`config.mk`:
```
export PLATFORM = sky130hd
export DESIGN_NAME = scs_clock_select
export DESIGN_NICKNAME = d
export VERILOG_FILES = /design/src/rtl/scs_pkg.sv /design/src/rtl/scs_clock_select.sv /design/src/rtl/scs_sync.sv
export SDC_FILE = /design/constraint.sdc
export NUM_CORES = 1
export LEC_CHECK = 0
export BUFFER_PORTS_ARGS = -buffer_cell sky130_fd_sc_hd__buf_2
export CORE_MARGIN = 1.5
export CORE_UTILIZATION = 35
export DETAILED_ROUTE_END_ITERATION = 12
export GPL_TIMING_DRIVEN = 0
export HOLD_SLACK_MARGIN = 0.08
export PLACE_DENSITY = 0.58
export SYNTH_ARGS = -nofsm -noshare
export SYNTH_HDL_FRONTEND = slang
export SYNTH_SLANG_ARGS = --single-unit
```
`constraint.sdc`:
```
create_clock -name I_SYS_CLK -period 5.31 [get_ports I_SYS_CLK]
set_input_delay 0.2655 -clock I_SYS_CLK [delete_from_list [all_inputs] [get_ports I_SYS_CLK]]
set_output_delay 0.2655 -clock I_SYS_CLK [all_outputs]
set_load 0.02 [all_outputs]
```
`src/rtl/scs_pkg.sv`:
```
// Operation
// RULE_01: Select 11 drives the system clock from the direct clock input.
// RULE_02: Crystal through prescaler, factor one, behaves like direct drive.
// RULE_03: Select 10 with VCO bypass set derives the clock via the prescaler.
// RULE_04: Prescaled clock is oscillator divided by divider field plus one.
// RULE_05: Factor one passes the oscillator clock with its own duty cycle.
// RULE_06: Largest divide factor is 1024, giving the slowest system clock.
// RULE_07: One system clock times everything, whatever mechanism produces it.
// RULE_08: Wait states delay non-sequential flash reads in full.
// RULE_09: Prefetch fetches ahead so sequential reads finish sooner.
// RULE_10: Software sets wait states and extension to suit the system clock.
// RULE_11: Select 10 with bypass clear enables the PLL and uses its output.
// RULE_12: Select 00 runs the system clock from the wakeup clock source.
package scs_pkg;
    // APB register byte offsets
    localparam logic [11:0] SCS_SYSCFG_OFS = 12'h000;
    localparam logic [11:0] SCS_PLLCFG_OFS = 12'h004;
    localparam logic [11:0] SCS_IMBCFG_OFS = 12'h008;
    localparam logic [11:0] SCS_STATUS_OFS = 12'h00c;
    // Field positions
    localparam int SCS_SEL_LSB      = 0;
    localparam int SCS_BYPASS_BIT   = 0;
    localparam int SCS_OSCSRC_BIT   = 1;
    localparam int SCS_DIV_LSB      = 16;
    localparam int SCS_WS_LSB       = 0;
    localparam int SCS_WSEXT_BIT    = 4;
    // Reset values
    localparam logic [1:0] SCS_SEL_RST    = 2'h0;
    localparam logic       SCS_BYPASS_RST = 1'h1;
    localparam logic [9:0] SCS_DIV_RST    = 10'h000;
    localparam logic [3:0] SCS_WS_RST     = 4'h4;
    // Clock source select codes
    typedef enum logic [1:0] {
        SCS_SEL_WAKEUP = 2'b00,
        SCS_SEL_RSVD   = 2'b01,
        SCS_SEL_OSC    = 2'b10,
        SCS_SEL_DIRECT = 2'b11
    } scs_sel_t;
endpackage

```
`src/rtl/scs_clock_select.sv`:
```
`timescale 1ns/1ps
module scs_clock_select
    import scs_pkg::*;
#(
    parameter int DIVW = 10,
    parameter int AW   = 24
) (
    // Clock and reset
    input  wire logic          I_SYS_CLK,
    input  wire logic          I_RST,
    // APB slave
    input  wire logic          I_PSEL,
    input  wire logic          I_PENABLE,
    input  wire logic          I_PWRITE,
    input  wire logic [11:0]   I_PADDR,
    input  wire logic [31:0]   I_PWDATA,
    output logic      [31:0]   O_PRDATA,
    output logic               O_PREADY,
    output logic               O_PSLVERR,
    // Clock sources (asynchronous pins)
    input  wire logic          I_DIRECT_CLOCK_INPUT,
    input  wire logic          I_CRYSTAL_INPUT,
    input  wire logic          I_INTERNAL_OSC,
    input  wire logic          I_WAKEUP_CLK,
    input  wire logic          I_PLL_CLK,
    // Clock outputs
    output logic               O_SYS_CLK,
    output logic               O_PLL_EN,
    // Flash read port
    input  wire logic          I_FL_REQ,
    input  wire logic [AW-1:0] I_FL_ADDR,
    output logic               O_FL_ACK,
    output logic               O_FL_SEQ
);
    ////////////////////////////////////////////////////////////////////////
    logic [1:0]      sel_reg;
    logic            bypass_reg;
    logic            oscsrc_reg;
    logic [DIVW-1:0] div_reg;
    logic [3:0]      ws_reg;
    logic            wsext_reg;
    logic [4:0]      src_sync;
    logic            s_direct, s_xtal, s_int, s_wu, s_pll;
    logic            osc, osc_dly_reg, osc_rise;
    logic [DIVW-1:0] pcnt_reg;
    logic            presc_clk;
    logic            sys_next;
    logic [4:0]      wait_total;
    logic            busy_reg, pf_valid_reg, seq;
    logic [4:0]      wcnt_reg, pfcnt_reg;
    logic [AW-1:0]   next_addr_reg;
    logic            take;
    logic            apb_setup, apb_wr;
    logic [31:0]     rd_mux;
    logic            rd_err;

    ////////////////////////////////////////////////////////////////////////
    scs_sync #(.W(5)) u_sync (
        .i_clk (I_SYS_CLK),
        .i_rst (I_RST),
        .i_d   ({I_PLL_CLK, I_WAKEUP_CLK, I_INTERNAL_OSC,
                 I_CRYSTAL_INPUT, I_DIRECT_CLOCK_INPUT}),
        .o_q   (src_sync)
    );
    assign {s_pll, s_wu, s_int, s_xtal, s_direct} = src_sync;

    ////////////////////////////////////////////////////////////////////////
    // APB: answer registered in setup, zero wait states
    assign apb_setup = I_PSEL && !I_PENABLE;
    assign apb_wr    = I_PSEL && I_PENABLE && O_PREADY && I_PWRITE;

    always_comb begin
        rd_mux = 32'h0000_0000;
        rd_err = 1'b0;
        unique case (I_PADDR)
            SCS_SYSCFG_OFS: rd_mux[SCS_SEL_LSB +: 2] = sel_reg;
            SCS_PLLCFG_OFS: begin
                rd_mux[SCS_BYPASS_BIT]        = bypass_reg;
                rd_mux[SCS_OSCSRC_BIT]        = oscsrc_reg;
                rd_mux[SCS_DIV_LSB +: DIVW]   = div_reg;
            end
            SCS_IMBCFG_OFS: begin
                rd_mux[SCS_WS_LSB +: 4]       = ws_reg;
                rd_mux[SCS_WSEXT_BIT]         = wsext_reg;
            end
            SCS_STATUS_OFS: begin
                rd_mux[5:0] = {sel_reg, pf_valid_reg, O_PLL_EN,
                               busy_reg, O_SYS_CLK};
            end
            default: rd_err = 1'b1;
        endcase
    end

    always_ff @(posedge I_SYS_CLK) begin
        if (I_RST) begin
            O_PREADY  <= 1'b0;
            O_PSLVERR <= 1'b0;
            O_PRDATA  <= 32'h0000_0000;
        end else begin
            O_PREADY  <= apb_setup;
            O_PSLVERR <= apb_setup && rd_err;
            O_PRDATA  <= (apb_setup && !I_PWRITE) ? rd_mux : 32'h0000_0000;
        end
    end

    // Writes to unmapped or status offsets are dropped
    always_ff @(posedge I_SYS_CLK) begin
        if (I_RST) begin
            sel_reg    <= SCS_SEL_RST;
            bypass_reg <= SCS_BYPASS_RST;
            oscsrc_reg <= 1'b0;
            div_reg    <= SCS_DIV_RST;
            ws_reg     <= SCS_WS_RST;
            wsext_reg  <= 1'b0;
        end else if (apb_wr) begin
            if (I_PADDR == SCS_SYSCFG_OFS)
                sel_reg <= I_PWDATA[SCS_SEL_LSB +: 2];
            if (I_PADDR == SCS_PLLCFG_OFS) begin
                bypass_reg <= I_PWDATA[SCS_BYPASS_BIT];
                oscsrc_reg <= I_PWDATA[SCS_OSCSRC_BIT];
                div_reg    <= I_PWDATA[SCS_DIV_LSB +: DIVW];
            end
            if (I_PADDR == SCS_IMBCFG_OFS) begin
                ws_reg    <= I_PWDATA[SCS_WS_LSB +: 4];
                wsext_reg <= I_PWDATA[SCS_WSEXT_BIT];
            end
        end
    end

    ////////////////////////////////////////////////////////////////////////
    // Prescaler counts oscillator rising edges
    assign osc      = oscsrc_reg ? s_int : s_xtal;
    assign osc_rise = osc && !osc_dly_reg;

    always_ff @(posedge I_SYS_CLK) begin
        if (I_RST) begin
            osc_dly_reg <= 1'b0;
            pcnt_reg    <= '0;
        end else begin
            osc_dly_reg <= osc;
            if (osc_rise) // RULE_04 RULE_06
                pcnt_reg <= (pcnt_reg >= div_reg) ? '0 : pcnt_reg + 1'b1;
        end
    end

    // Factor one passes osc through so its duty cycle survives
    assign presc_clk = (div_reg == '0) ? osc : // RULE_02 RULE_05
        ({1'b0, pcnt_reg} < ({1'b0, div_reg} + 1'b1) >> 1);       // RULE_04

    always_comb begin
        unique case (scs_sel_t'(sel_reg))
            SCS_SEL_DIRECT: sys_next = s_direct;              // RULE_01
            SCS_SEL_OSC:    sys_next = bypass_reg ? presc_clk // RULE_03
                                                  : s_pll;    // RULE_11
            SCS_SEL_WAKEUP: sys_next = s_wu;                  // RULE_12
            SCS_SEL_RSVD:   sys_next = s_wu;
        endcase
    end

    // Single registered system clock, whichever source feeds it
    always_ff @(posedge I_SYS_CLK) begin
        if (I_RST) begin
            O_SYS_CLK <= 1'b0;                                   // RULE_07
            O_PLL_EN  <= 1'b0;
        end else begin
            O_SYS_CLK <= sys_next;                               // RULE_07
            O_PLL_EN  <= (sel_reg == SCS_SEL_OSC) && !bypass_reg; // RULE_11
        end
    end

    ////////////////////////////////////////////////////////////////////////
    // Flash access: full wait for random, prefetch remainder for sequential
    assign wait_total = {1'b0, ws_reg} + {4'h0, wsext_reg};
    assign seq  = pf_valid_reg && (I_FL_ADDR == next_addr_reg);
    assign take = !busy_reg && I_FL_REQ && !O_FL_ACK;

    always_ff @(posedge I_SYS_CLK) begin
        if (I_RST) begin
            O_FL_ACK      <= 1'b0;
            O_FL_SEQ      <= 1'b0;
            busy_reg      <= 1'b0;
            pf_valid_reg  <= 1'b0;
            wcnt_reg      <= 5'h00;
            pfcnt_reg     <= 5'h00;
            next_addr_reg <= '0;
        end else begin
            O_FL_ACK <= 1'b0;
            if (pfcnt_reg != 5'h00)
                pfcnt_reg <= pfcnt_reg - 5'h01;
            if (take) begin
                busy_reg <= 1'b1;
                O_FL_SEQ <= seq;
                if (seq) begin
                    wcnt_reg <= pfcnt_reg;                       // RULE_09
                end else begin
                    wcnt_reg     <= wait_total;                  // RULE_08
                    pf_valid_reg <= 1'b0;
                end
            end else if (busy_reg) begin
                if (wcnt_reg == 5'h00) begin
                    O_FL_ACK      <= 1'b1;
                    busy_reg      <= 1'b0;
                    next_addr_reg <= I_FL_ADDR + 1'b1;
                    pf_valid_reg  <= 1'b1;                       // RULE_09
                    pfcnt_reg     <= wait_total;
                end else begin
                    wcnt_reg <= wcnt_reg - 5'h01;
                end
            end
        end
    end

    ////////////////////////////////////////////////////////////////////////
    // Assertion helpers
    logic [5:0] lat_cnt;
    logic [4:0] take_wait;
    logic       take_seq;
    always_ff @(posedge I_SYS_CLK) begin
        if (I_RST) begin
            lat_cnt   <= 6'h00;
            take_wait <= 5'h00;
            take_seq  <= 1'b0;
        end else if (take) begin
            lat_cnt   <= 6'h00;
            take_wait <= wait_total;
            take_seq  <= seq;
        end else if (busy_reg) begin
            lat_cnt <= lat_cnt + 6'h01;
        end
    end
endmodule

```
`src/rtl/scs_sync.sv`:
```
`timescale 1ns/1ps
module scs_sync #(
    parameter int W = 1
) (
    // Clock and reset
    input  wire logic         i_clk,
    input  wire logic         i_rst,
    // Data
    input  wire logic [W-1:0] i_d,
    output logic      [W-1:0] o_q
);
    logic [W-1:0] meta_reg;

    // First stage read by the second stage only
    always_ff @(posedge i_clk) begin
        if (i_rst) begin
            meta_reg <= '0;
            o_q      <= '0;
        end else begin
            meta_reg <= i_d;
            o_q      <= meta_reg;
        end
    end
endmodule

```
==> Word level (Yosys, flattened, before mapping) <==
Cells that the tools add are included.
{ "word_totals": {"ff_bits": 114, "out_inout_bits": 38, "inputBits": 79} }
{ "classes": {"add_sub_neg": 6, "bitwise_logic": 5, "reduce_logical": 36, "n_lt_le_gt_ge": 2, "n_mux": 24, "n_eq_ne": 9} }
{ "op_table": {"columns": ["op", "n"], "rows": [
  ["$mux 5", 8],
  ["$add 24x1->24 const B", 1],
  ["$eq 12x4->1 const B", 2],
  ["$eq 24x24->1", 1],
  ["$eq 12x3->1 const B", 1],
  ["$logic_not 12->1", 1],
  ["$mux 1", 12],
  ["$add 10x1->11 const B", 1],
  ["$logic_and 1x1->1", 11],
  ["$add 10x1->10 const B", 1],
  ["$ge 10x10->1", 1],
  ["$logic_not 10->1", 1],
  ["$lt 10x10->1", 1],
  ["$mux 10", 1],
  ["$sub 5x1->5 const B", 2],
  ["$reduce_or 3->1", 3],
  ["$pmux 2 s4", 1],
  ["$reduce_and 2->1", 4],
  ["$logic_not 1->1", 6],
  ["$pmux 3 s2", 1],
  ["$reduce_and 3->1", 2],
  ["$add 4x1->5", 1],
  ["$logic_not 5->1", 1],
  ["$not 1->1", 5],
  ["9 further kinds", 13]
]} }

==> Longest topological paths before layout <==
Gate-level depths: netlist of run 1.
{ "logic_depth": {"word_depth": 5, "ltp_mapped": 12} }

==> By module <==
Synthesis of run 1 repeated with hierarchy kept, for this count alone.
{ "hier_totals": {"cells_unflattened": 574, "area_unflattened_um2": 5159.9} }
{ "modules_own_cells": {"columns": ["module", "cells_each", "n_inst", "area_per_inst_um2"], "rows": [
  ["scs_clock_select", 554, 1, 4897.2],
  ["scs_sync", 20, 1, 262.8]
]} }

==> Least setup slack after synthesis of run 1 <==
Ideal clock, no wire load.
{ "synth_timing": {"path_type": "register -> register", "from": "register div_reg[2]", "to": "register O_SYS_CLK", "n_path_buf": 1, "slack_ns": 3.094, "arrival_time_ns": 2.121, "synth_period_minus_slack_ns": 2.216, "setup_ns": 0.095, "path_stages_with_launch": 13, "cell_sequence": "dfxtp_1 -> clkbuf_1 -> inv_1 -> nor3_1 -> and3_1 -> nand3_1 -> xnor2_1 -> ha_1 -> a21oi_1 -> nor2b_1 -> o21ai_0 -> o211ai_1 -> a221oi_1"} }
{ "synth_between": {"elab_chain_cells": 5, "elab_cells_between_ends": 6, "cone_classes": "1 x add/sub; 1 x order compare; 3 x mux; 1 x reduce/logical"} }
{ "synth_lines": {"columns": ["item", "line_no", "text"], "rows": [
  ["from (decl)", "scs_clock_select.sv:39", "logic [DIVW-1:0] div_reg;"],
  ["from (signal assigned)", "scs_clock_select.sv:121", "div_reg <= I_PWDATA[SCS_DIV_LSB +: DIVW];"],
  ["$add 10x1->11", "scs_clock_select.sv:148", "({1'b0, pcnt_reg} < ({1'b0, div_reg} + 1'b1) >> 1);"],
  ["$lt 10x10->1", "scs_clock_select.sv:148", null],
  ["$mux 1 *", "scs_clock_select.sv:147", "assign presc_clk = (div_reg == '0) ? osc :"],
  ["$mux 1 *", "scs_clock_select.sv:153", "SCS_SEL_OSC: sys_next = bypass_reg ? presc_clk"],
  ["$pmux 1 s3 *", "scs_clock_select.sv:151", "unique case (scs_sel_t'(sel_reg))"],
  ["to (signal assigned)", "scs_clock_select.sv:166", "O_SYS_CLK <= sys_next;"],
  ["to (decl)", "scs_clock_select.sv:27", "output logic O_SYS_CLK,"]
]} }
Every way passes the cells marked *; elsewhere a longest branch is shown, timed or not.
A chain may end at the register's enable or synchronous reset.

==> Worst setup path in the final report of run 1 <==
Same ends and word-level chain as after synthesis.

==> results of run 1 <==
layout make-up:
type                            count  share of cell area (%)
Clock buffer                       11                    3.96
Sequential cell                    98                    32.0
Buffer                             40                    3.66
Multi-Input combinational cell    448                    47.4
Tap cell                          180                    3.68
Clock inverter                      5                    1.27
Inverter                           19                    1.16
Timing Repair Buffer               83                    6.78
path summary, 6_finish.rpt:
| kind | from | endpoint | slack [ns] | depth (start not counted) |
|---|---|---|---|---|
| worst min-delay path | I_PWDATA[2] | ws_reg[2]$_SDFFE_PP1P_ | 0.13 | 2 |
| worst min register to register | u_sync.meta_reg[4]$_SDFF_PP0_ | u_sync.o_q[4]$_SDFF_PP0_ | 0.44 | 1 |
| worst max-delay path | div_reg[2]$_SDFFE_PP0P_ | O_SYS_CLK$_SDFF_PP0_ | 2.76 | 12 |
| worst max register to register | div_reg[2]$_SDFFE_PP0P_ | O_SYS_CLK$_SDFF_PP0_ | 2.76 | 12 |
kinds of logic after synthesis:
family,after synthesis,share of synthesized area [%]
adders and majority gates,27,6.62
buffers and inverters,59,5.78
AOI/OAI and AO/OA,78,9.85
muxes,14,3.26
and+or+nand+nor,247,24.7
xor gates and xnor gates,66,11.3
DFF,98,38.4
other,1,0.0734
layer usage:
metal  wire length [um]  share of wire, %  GRT usage [%]
met2               5960                49           29.3
met3                520               4.2           3.85
met4                107              0.87           3.95
met5                  0                 0              0
met1               5650                46           20.5
per-stage QoR:
stage | utilization [%] | setup slack, ns | total power [mW]
2_1_floorplan | - | 3.09 | 1.06
5_1_grt | 43.6 | 2.51 | 1.95
4_1_cts | 43.6 | 2.72 | 1.87
3_5_place_dp | 41.3 | 2.76 | 1.16
3_3_place_gp | 41.3 | 2.81 | 1.15
6_report | 43.6 | 2.76 | 1.85
power by group through the flow:
stage	sequential [mW]	clock [mW]	combinational, mW
detailed placement	0.842	0	0.317
finish	0.827	0.703	0.319
global route	0.832	0.753	0.360
floorplan	0.833	0	0.231
CTS	0.826	0.720	0.320
global placement	0.841	0	0.310
cells in the final DEF (no fill, tap or decap), drive strengths merged, types with 3 or more instances in the layout:
cell type and count:
buf 110, dfxtp 98, nor2 66, nand2 58, xnor2 35, xor2 31
a21oi 28, ha 27, clkbuf 24, nand3 21, inv 19, a211oi 18
nor3 18, nand4 17, conb 16, nor2b 15, and2 13, o21ai 12
mux2i 11, and3 11, nor4 10, nand2b 5, nand3b 3, or3 3
a31oi 3
synthesized netlist by cell type, drive strengths merged, types with 3 or more instances:
cell	instances	area [sq um]
nor2b	15	93.8
dfxtp	98	1960
a31oi	3	18.8
and3	11	70.1
o21ai	12	60.1
a21oi	28	140
nor3	18	95.1
nor4	10	90.1
a211oi	18	140
xnor2	35	307
or3	3	18.8
xor2	31	272
inv	19	71.3
buf	27	175
mux2i	11	110
nor2	66	250
nand2	58	218
nand3	21	110
ha	27	338
nand2b	5	31.3
clkbuf	13	48.8
nand4	17	119
nand3b	3	22.5
and2	13	81.3
worst max-delay path: stages (launching register included):
cell and delay (ns):
dfxtp_1 0.30, clkbuf_1 0.26, inv_1 0.11, nor3_1 0.22, and3_1 0.25, nand3_1 0.11
xnor2_1 0.16, ha_1 0.30, a21oi_1 0.14, nor2b_1 0.05, o21ai_0 0.14, o211ai_1 0.14
a221oi_1 0.28
==> reports/results.ini, run 1 <==
[clocking]
cts.hold.buffers_added = 0
cts_setup_buffers = 0
cts_tree = done
post_cts_resized = 0
cts_buffer_depth = 2
cts_inserted_buffers = 9
htreeDepth = 3
cts.clk_slew.worst_paths_ns = 0.06
worstSkewPairLatency_ns = 0.35
cts_root_buffer = clkbuf_16
cts_sinks = 98

[sta]
clock_skew_ns = 0.00578
fin_tns_setup_ns = 0
slew_violations = 0
finalCritPeriodShare_pct = 48.1
finalHoldViolations = 0
max_freq_mhz = 391
fin_hold_ws_ns = 0.126
slew_headroom_pct = 32.3
tightest_slew_ns = 1.01
setup-violations-final = 0
finalCriticalPeriod_ns = 2.55
rsz0062_at_grt = no

[yosys]
ys_warn_count = 0
ys_ff_latch = 98
ys_seq_area_share_pct = 38.4
synth_cell_types = 55
netlist_instances = 590
async_reset_ff_share_pct = 0
ys.flop_type = dfxtp_1
syn_area_sq_um = 5110
syn_avg_cell_area_sq_um = 8.65
synth_edf_count = 0

[detailed_routing]
drt_pass1_iterations = 4
drt_iter0_drc = 185
ant_nets = 0
wl_per_cell_um = 13.8
drc = 0
vias = 4318
wirelength_um = 12200
viasPerCell = 4.88

[worst_setup_path]
end_kind = flip-flop
worst-setup-path-type = flip-flop to flip-flop
critPathArrivalTime_ns = 2.81
worstPathRequired_ns = 5.56
startpoint_type = flip-flop
crit_fanout = 7

[layout]
design_area_sq_um = 6120
drive_gt1_share_pct = 19.5
multi_input_area_sq_um = 2910
final_nets = 805
antenna_cells = 0
area_growth_pct = 19.9
largest_reg_flops = 24
final-instance-count-excl-fill = 884
fillers = 1432
regArea_sq_um = 1960

[global_routing]
grt_use_total_pct = 16.6
grt_overflow_total = 0
grt_pass1_vias = 4132
grt_first_pass_wirelength_um = 19900
antenna_found_initial = 0
grt_max_degree = 16

[hold_path]
hold_path.class = input port to flip-flop

[power]
switching_power_uw = 498
p_per_area_nw_per_um2 = 302
leakage_nw = 2.49
swShare_pct = 26.9
intPower_mw = 1.35
peakVddDrop_v = 0.000174
clockPowerShare_pct = 38.0
power_frac_seq_pct = 44.7
comb_power_share_pct = 17.2

[floorplanning]
die_area_sq_um = 15300
core_area_sq_um = 14000
io_pins = 117
die_w_um = 124
dieHeight_um = 124
start_util_pct = 36.4
rows = 43

[placement]
io_buffers = 83
hpwlAfterDp_um = 9450
dp_cells = 868
placed_area_sq_um = 5800
gp_congestion = 0.850

[outcome]
status = finished, final reports clean

[flow_run]
drv_cap = 0

(Power assumes the default switching activity.)
==> run 2: changes to the inputs <==
ABC_AREA = 1   (was unset)
PLACE_DENSITY = 0.59   (was 0.58)
clock period = 2.2 ns   (was 5.31 ns; I/O delays follow)
==> reports/results.ini, run 2 <==
[power]
p_per_area_nw_per_um2 = 642
peakVddDrop_v = 0.000387
power_frac_seq_pct = 43.1
clockPowerShare_pct = 36.4
swShare_pct = 31.0
intPower_mw = 3.14
leakage_nw = 3.29
comb_power_share_pct = 20.4
switching_power_mw = 1.41

[sta]
clock_skew_ns = 0.0104
tightest_slew_ns = 0.783
finalCritPeriodShare_pct = 102
fin_tns_setup_ns = -0.0538
finalHoldViolations = 0
timing.final.ws_setup_ns = -0.0538
max_freq_mhz = 444
finalCriticalPeriod_ns = 2.25
rsz0062_at_grt = yes
slew_violations = 0
setup-violations-final = 1
slew_headroom_pct = 47.3

[yosys]
synth.area.top_cells = dfxtp_1 (34%), nand2_1 (12%), inv_1 (8.6%)
synth_top_area_cell = dfxtp_1
yosys.area_share.simple_pct = 30.8
synthTopCellsByCount = nand2_1 (182), inv_1 (130), nor2_1 (99), dfxtp_1 (98), o21ai_0 (50)
synth_top_family_by_area = simple AND/OR/NAND/NOR gates
post_synth_fa_ha_maj_area_fraction_pct = 5.93
syn_area_sq_um = 5700
synth_xor_area_share_pct = 4.30
ys_warn_count = 0
synth_mux_area_share_pct = 0
yosys.area.top_type_share_pct = 34.4
syn_avg_cell_area_sq_um = 6.82
synth_compound_gate_area_share_pct = 12.3
synth_edf_count = 0
synth_cell_types = 47
ys_ff_latch = 98
yosysMostFrequentCell = nand2_1
async_reset_ff_share_pct = 0
ys.flop_type = dfxtp_1
ys_seq_area_share_pct = 34.4
netlist_instances = 835

[layout]
largest_reg_flops = 24
multi_input_area_sq_um = 3160
final_cell_mix = nand2_1 (181), inv_1 (130), nor2_1 (96), dfxtp_1 (93), buf_2 (89)
area_growth_pct = 24.5
regArea_sq_um = 1970
fillers = 1670
final_nets = 1078
drive_gt1_share_pct = 17.9
antenna_cells = 0
design_area_sq_um = 7090
layout_commonest_cell = nand2_1

[outcome]
violations = setup timing
status = finished with violations

[clocking]
cts_buffer_depth = 2
worstSkewPairLatency_ns = 0.36
cts_inserted_buffers = 9
cts_root_buffer = clkbuf_16
cts_sinks = 98
cts_tree = done
htreeDepth = 3
cts.clk_slew.worst_paths_ns = 0.08

[worst_setup_path]
crit_fanout = 3
worst-setup-path-type = flip-flop to flip-flop
cp_num_buf_inv = 0
critical-path-max-stage-delay_ns = 0.37
worstPathRequired_ns = 2.44
critPathArrivalTime_ns = 2.49
timing.rr.start = div_reg[1]$_SDFFE_PP0P_
startpoint = div_reg[1]$_SDFFE_PP0P_
cp_common_cell = nand2_1
end_kind = flip-flop
cp_slowest_cell = dfxtp_4
cp_top_family = simple AND/OR/NAND/NOR gates
startpoint_type = flip-flop
crit_chain = ha_4 -> nand3_4 -> nor2_1 -> nand2_1 -> nor2_2 -> nand2_1 -> xor2_1 -> ha_1 -> nand2_1 -> nor2_2 -> nand4_1 -> o21ai_1 -> nor2_1 -> o21ai_1 -> a21oi_1

[detailed_routing]
drt_iter0_drc = 401
viasPerCell = 4.63
wirelength_um = 15800
drt_pass1_iterations = 5
vias = 5527
ant_nets = 0
wl_per_cell_um = 13.3
drc = 0

[floorplanning]
dieHeight_um = 131
die_w_um = 131
rows = 46
io_pins = 117
die_area_sq_um = 17100
core_area_sq_um = 15900
start_util_pct = 35.9

[global_routing]
grt_use_total_pct = 19.1
grt_overflow_total = 0
grt_first_pass_wirelength_um = 24900
grt_pass1_vias = 5021
antenna_found_initial = 0
grt_max_degree = 19

[placement]
io_buffers = 81
hpwlAfterDp_um = 12300
gp_congestion = 0.898
place_ws_ns = -0.288
placed_area_sq_um = 6430

[hold_path]
hp-start = I_PWDATA[4]
hold_path.class = input port to flip-flop

[flow_run]
drv_cap = 0

-- run 2: cell count changes after synthesis, sizes merged, moves of 11 or more --
cell	change
o22ai	+18
and2	-13
a21oi	+18
inv	+115
and3	-11
nand2	+126
mux2i	-11
o21ai	+41
a211oi	-18
nor2	+40
xnor2	-31
nand3	+31
nor2b	-14
clkbuf	-12
-- run 2: repair_timing --
item | in CTS | in global routing
gates resized for setup | 12 | 10
pin swaps | 5 | 10
hold buffers | 24 | 0
endpoints found under the hold margin | 25 | 0
buffers inserted | 3 | 3
endpoints found under the setup margin | 1 | 1
-- run 2: cell type report --
class / instances / area share [%]
plain buffers: 28 / 2.63
inverters: 135 / 7.15
multi-input cells: 589 / 44.6
clock inverters: 7 / 1.15
well taps: 216 / 3.81
clock buffers: 9 / 3.18
repair buffers: 111 / 9.74
flip-flops and latches: 98 / 27.8
-- run 2: path summary, 6_finish.rpt --
path / slack [ns] / depth (start not counted) / endpoint
worst max-delay path: -0.05 / 15 / O_SYS_CLK$_SDFF_PP0_
worst min-delay path: 0.1 / 3 / wsext_reg$_SDFFE_PP0P_
worst max register to register: -0.05 / 15 / O_SYS_CLK$_SDFF_PP0_
worst min register to register: 0.41 / 2 / u_sync.o_q[2]$_SDFF_PP0_
-- run 2: routing by layer --
metal / track usage (%) / vias to the layer above / part of all wire [%]
li1: - / 2928 / -
met1: 26.4 / 2448 / 50
met2: 30.1 / 134 / 44
met3: 3.38 / 17 / 5.6
met4: 6.40 / 0 / 1.3
met5: 0 / - / 0
-- run 2: worst reg2reg max path, cell delays in order, from the launching register on --
cell,delay (ns)
dfxtp_4,0.37
ha_4,0.15
nand3_4,0.07
nor2_1,0.09
nand2_1,0.08
nor2_2,0.10
nand2_1,0.07
xor2_1,0.14
ha_1,0.31
nand2_1,0.07
nor2_2,0.15
nand4_1,0.09
o21ai_1,0.13
nor2_1,0.06
o21ai_1,0.15
a21oi_1,0.08
-- run 2: per-stage QoR --
stage | total power [mW] | utilization, % | hold slack, ns | cells
2_1_floorplan | 2.64 | - | 0.217 | 850
3_3_place_gp | 2.89 | 40.5 | 0.316 | 1147
3_5_place_dp | 2.90 | 40.5 | 0.320 | 1147
4_1_cts | 4.59 | 44.3 | 0.0803 | 1190
5_1_grt | 4.83 | 44.6 | 0.112 | 1193
6_report | 4.56 | 44.6 | 0.0961 | 1193
-- run 2: power by group through the flow --
stage               sequential [mW]  combinational (mW)  clock, mW
floorplan                      2.00               0.638          0
global placement               2.01               0.885          0
detailed placement             2.01               0.890          0
CTS                            1.97               0.928       1.70
global route                   1.98                1.06       1.78
finish                         1.97               0.931       1.66
-- run 2: cells by family after synthesis --
logic type	after synthesis
AOI/OAI and AO/OA	127
xor gates and xnor gates	28
adders and majority gates	27
buffers and inverters	163
DFF	98
other	1
and+or+nand+nor	391
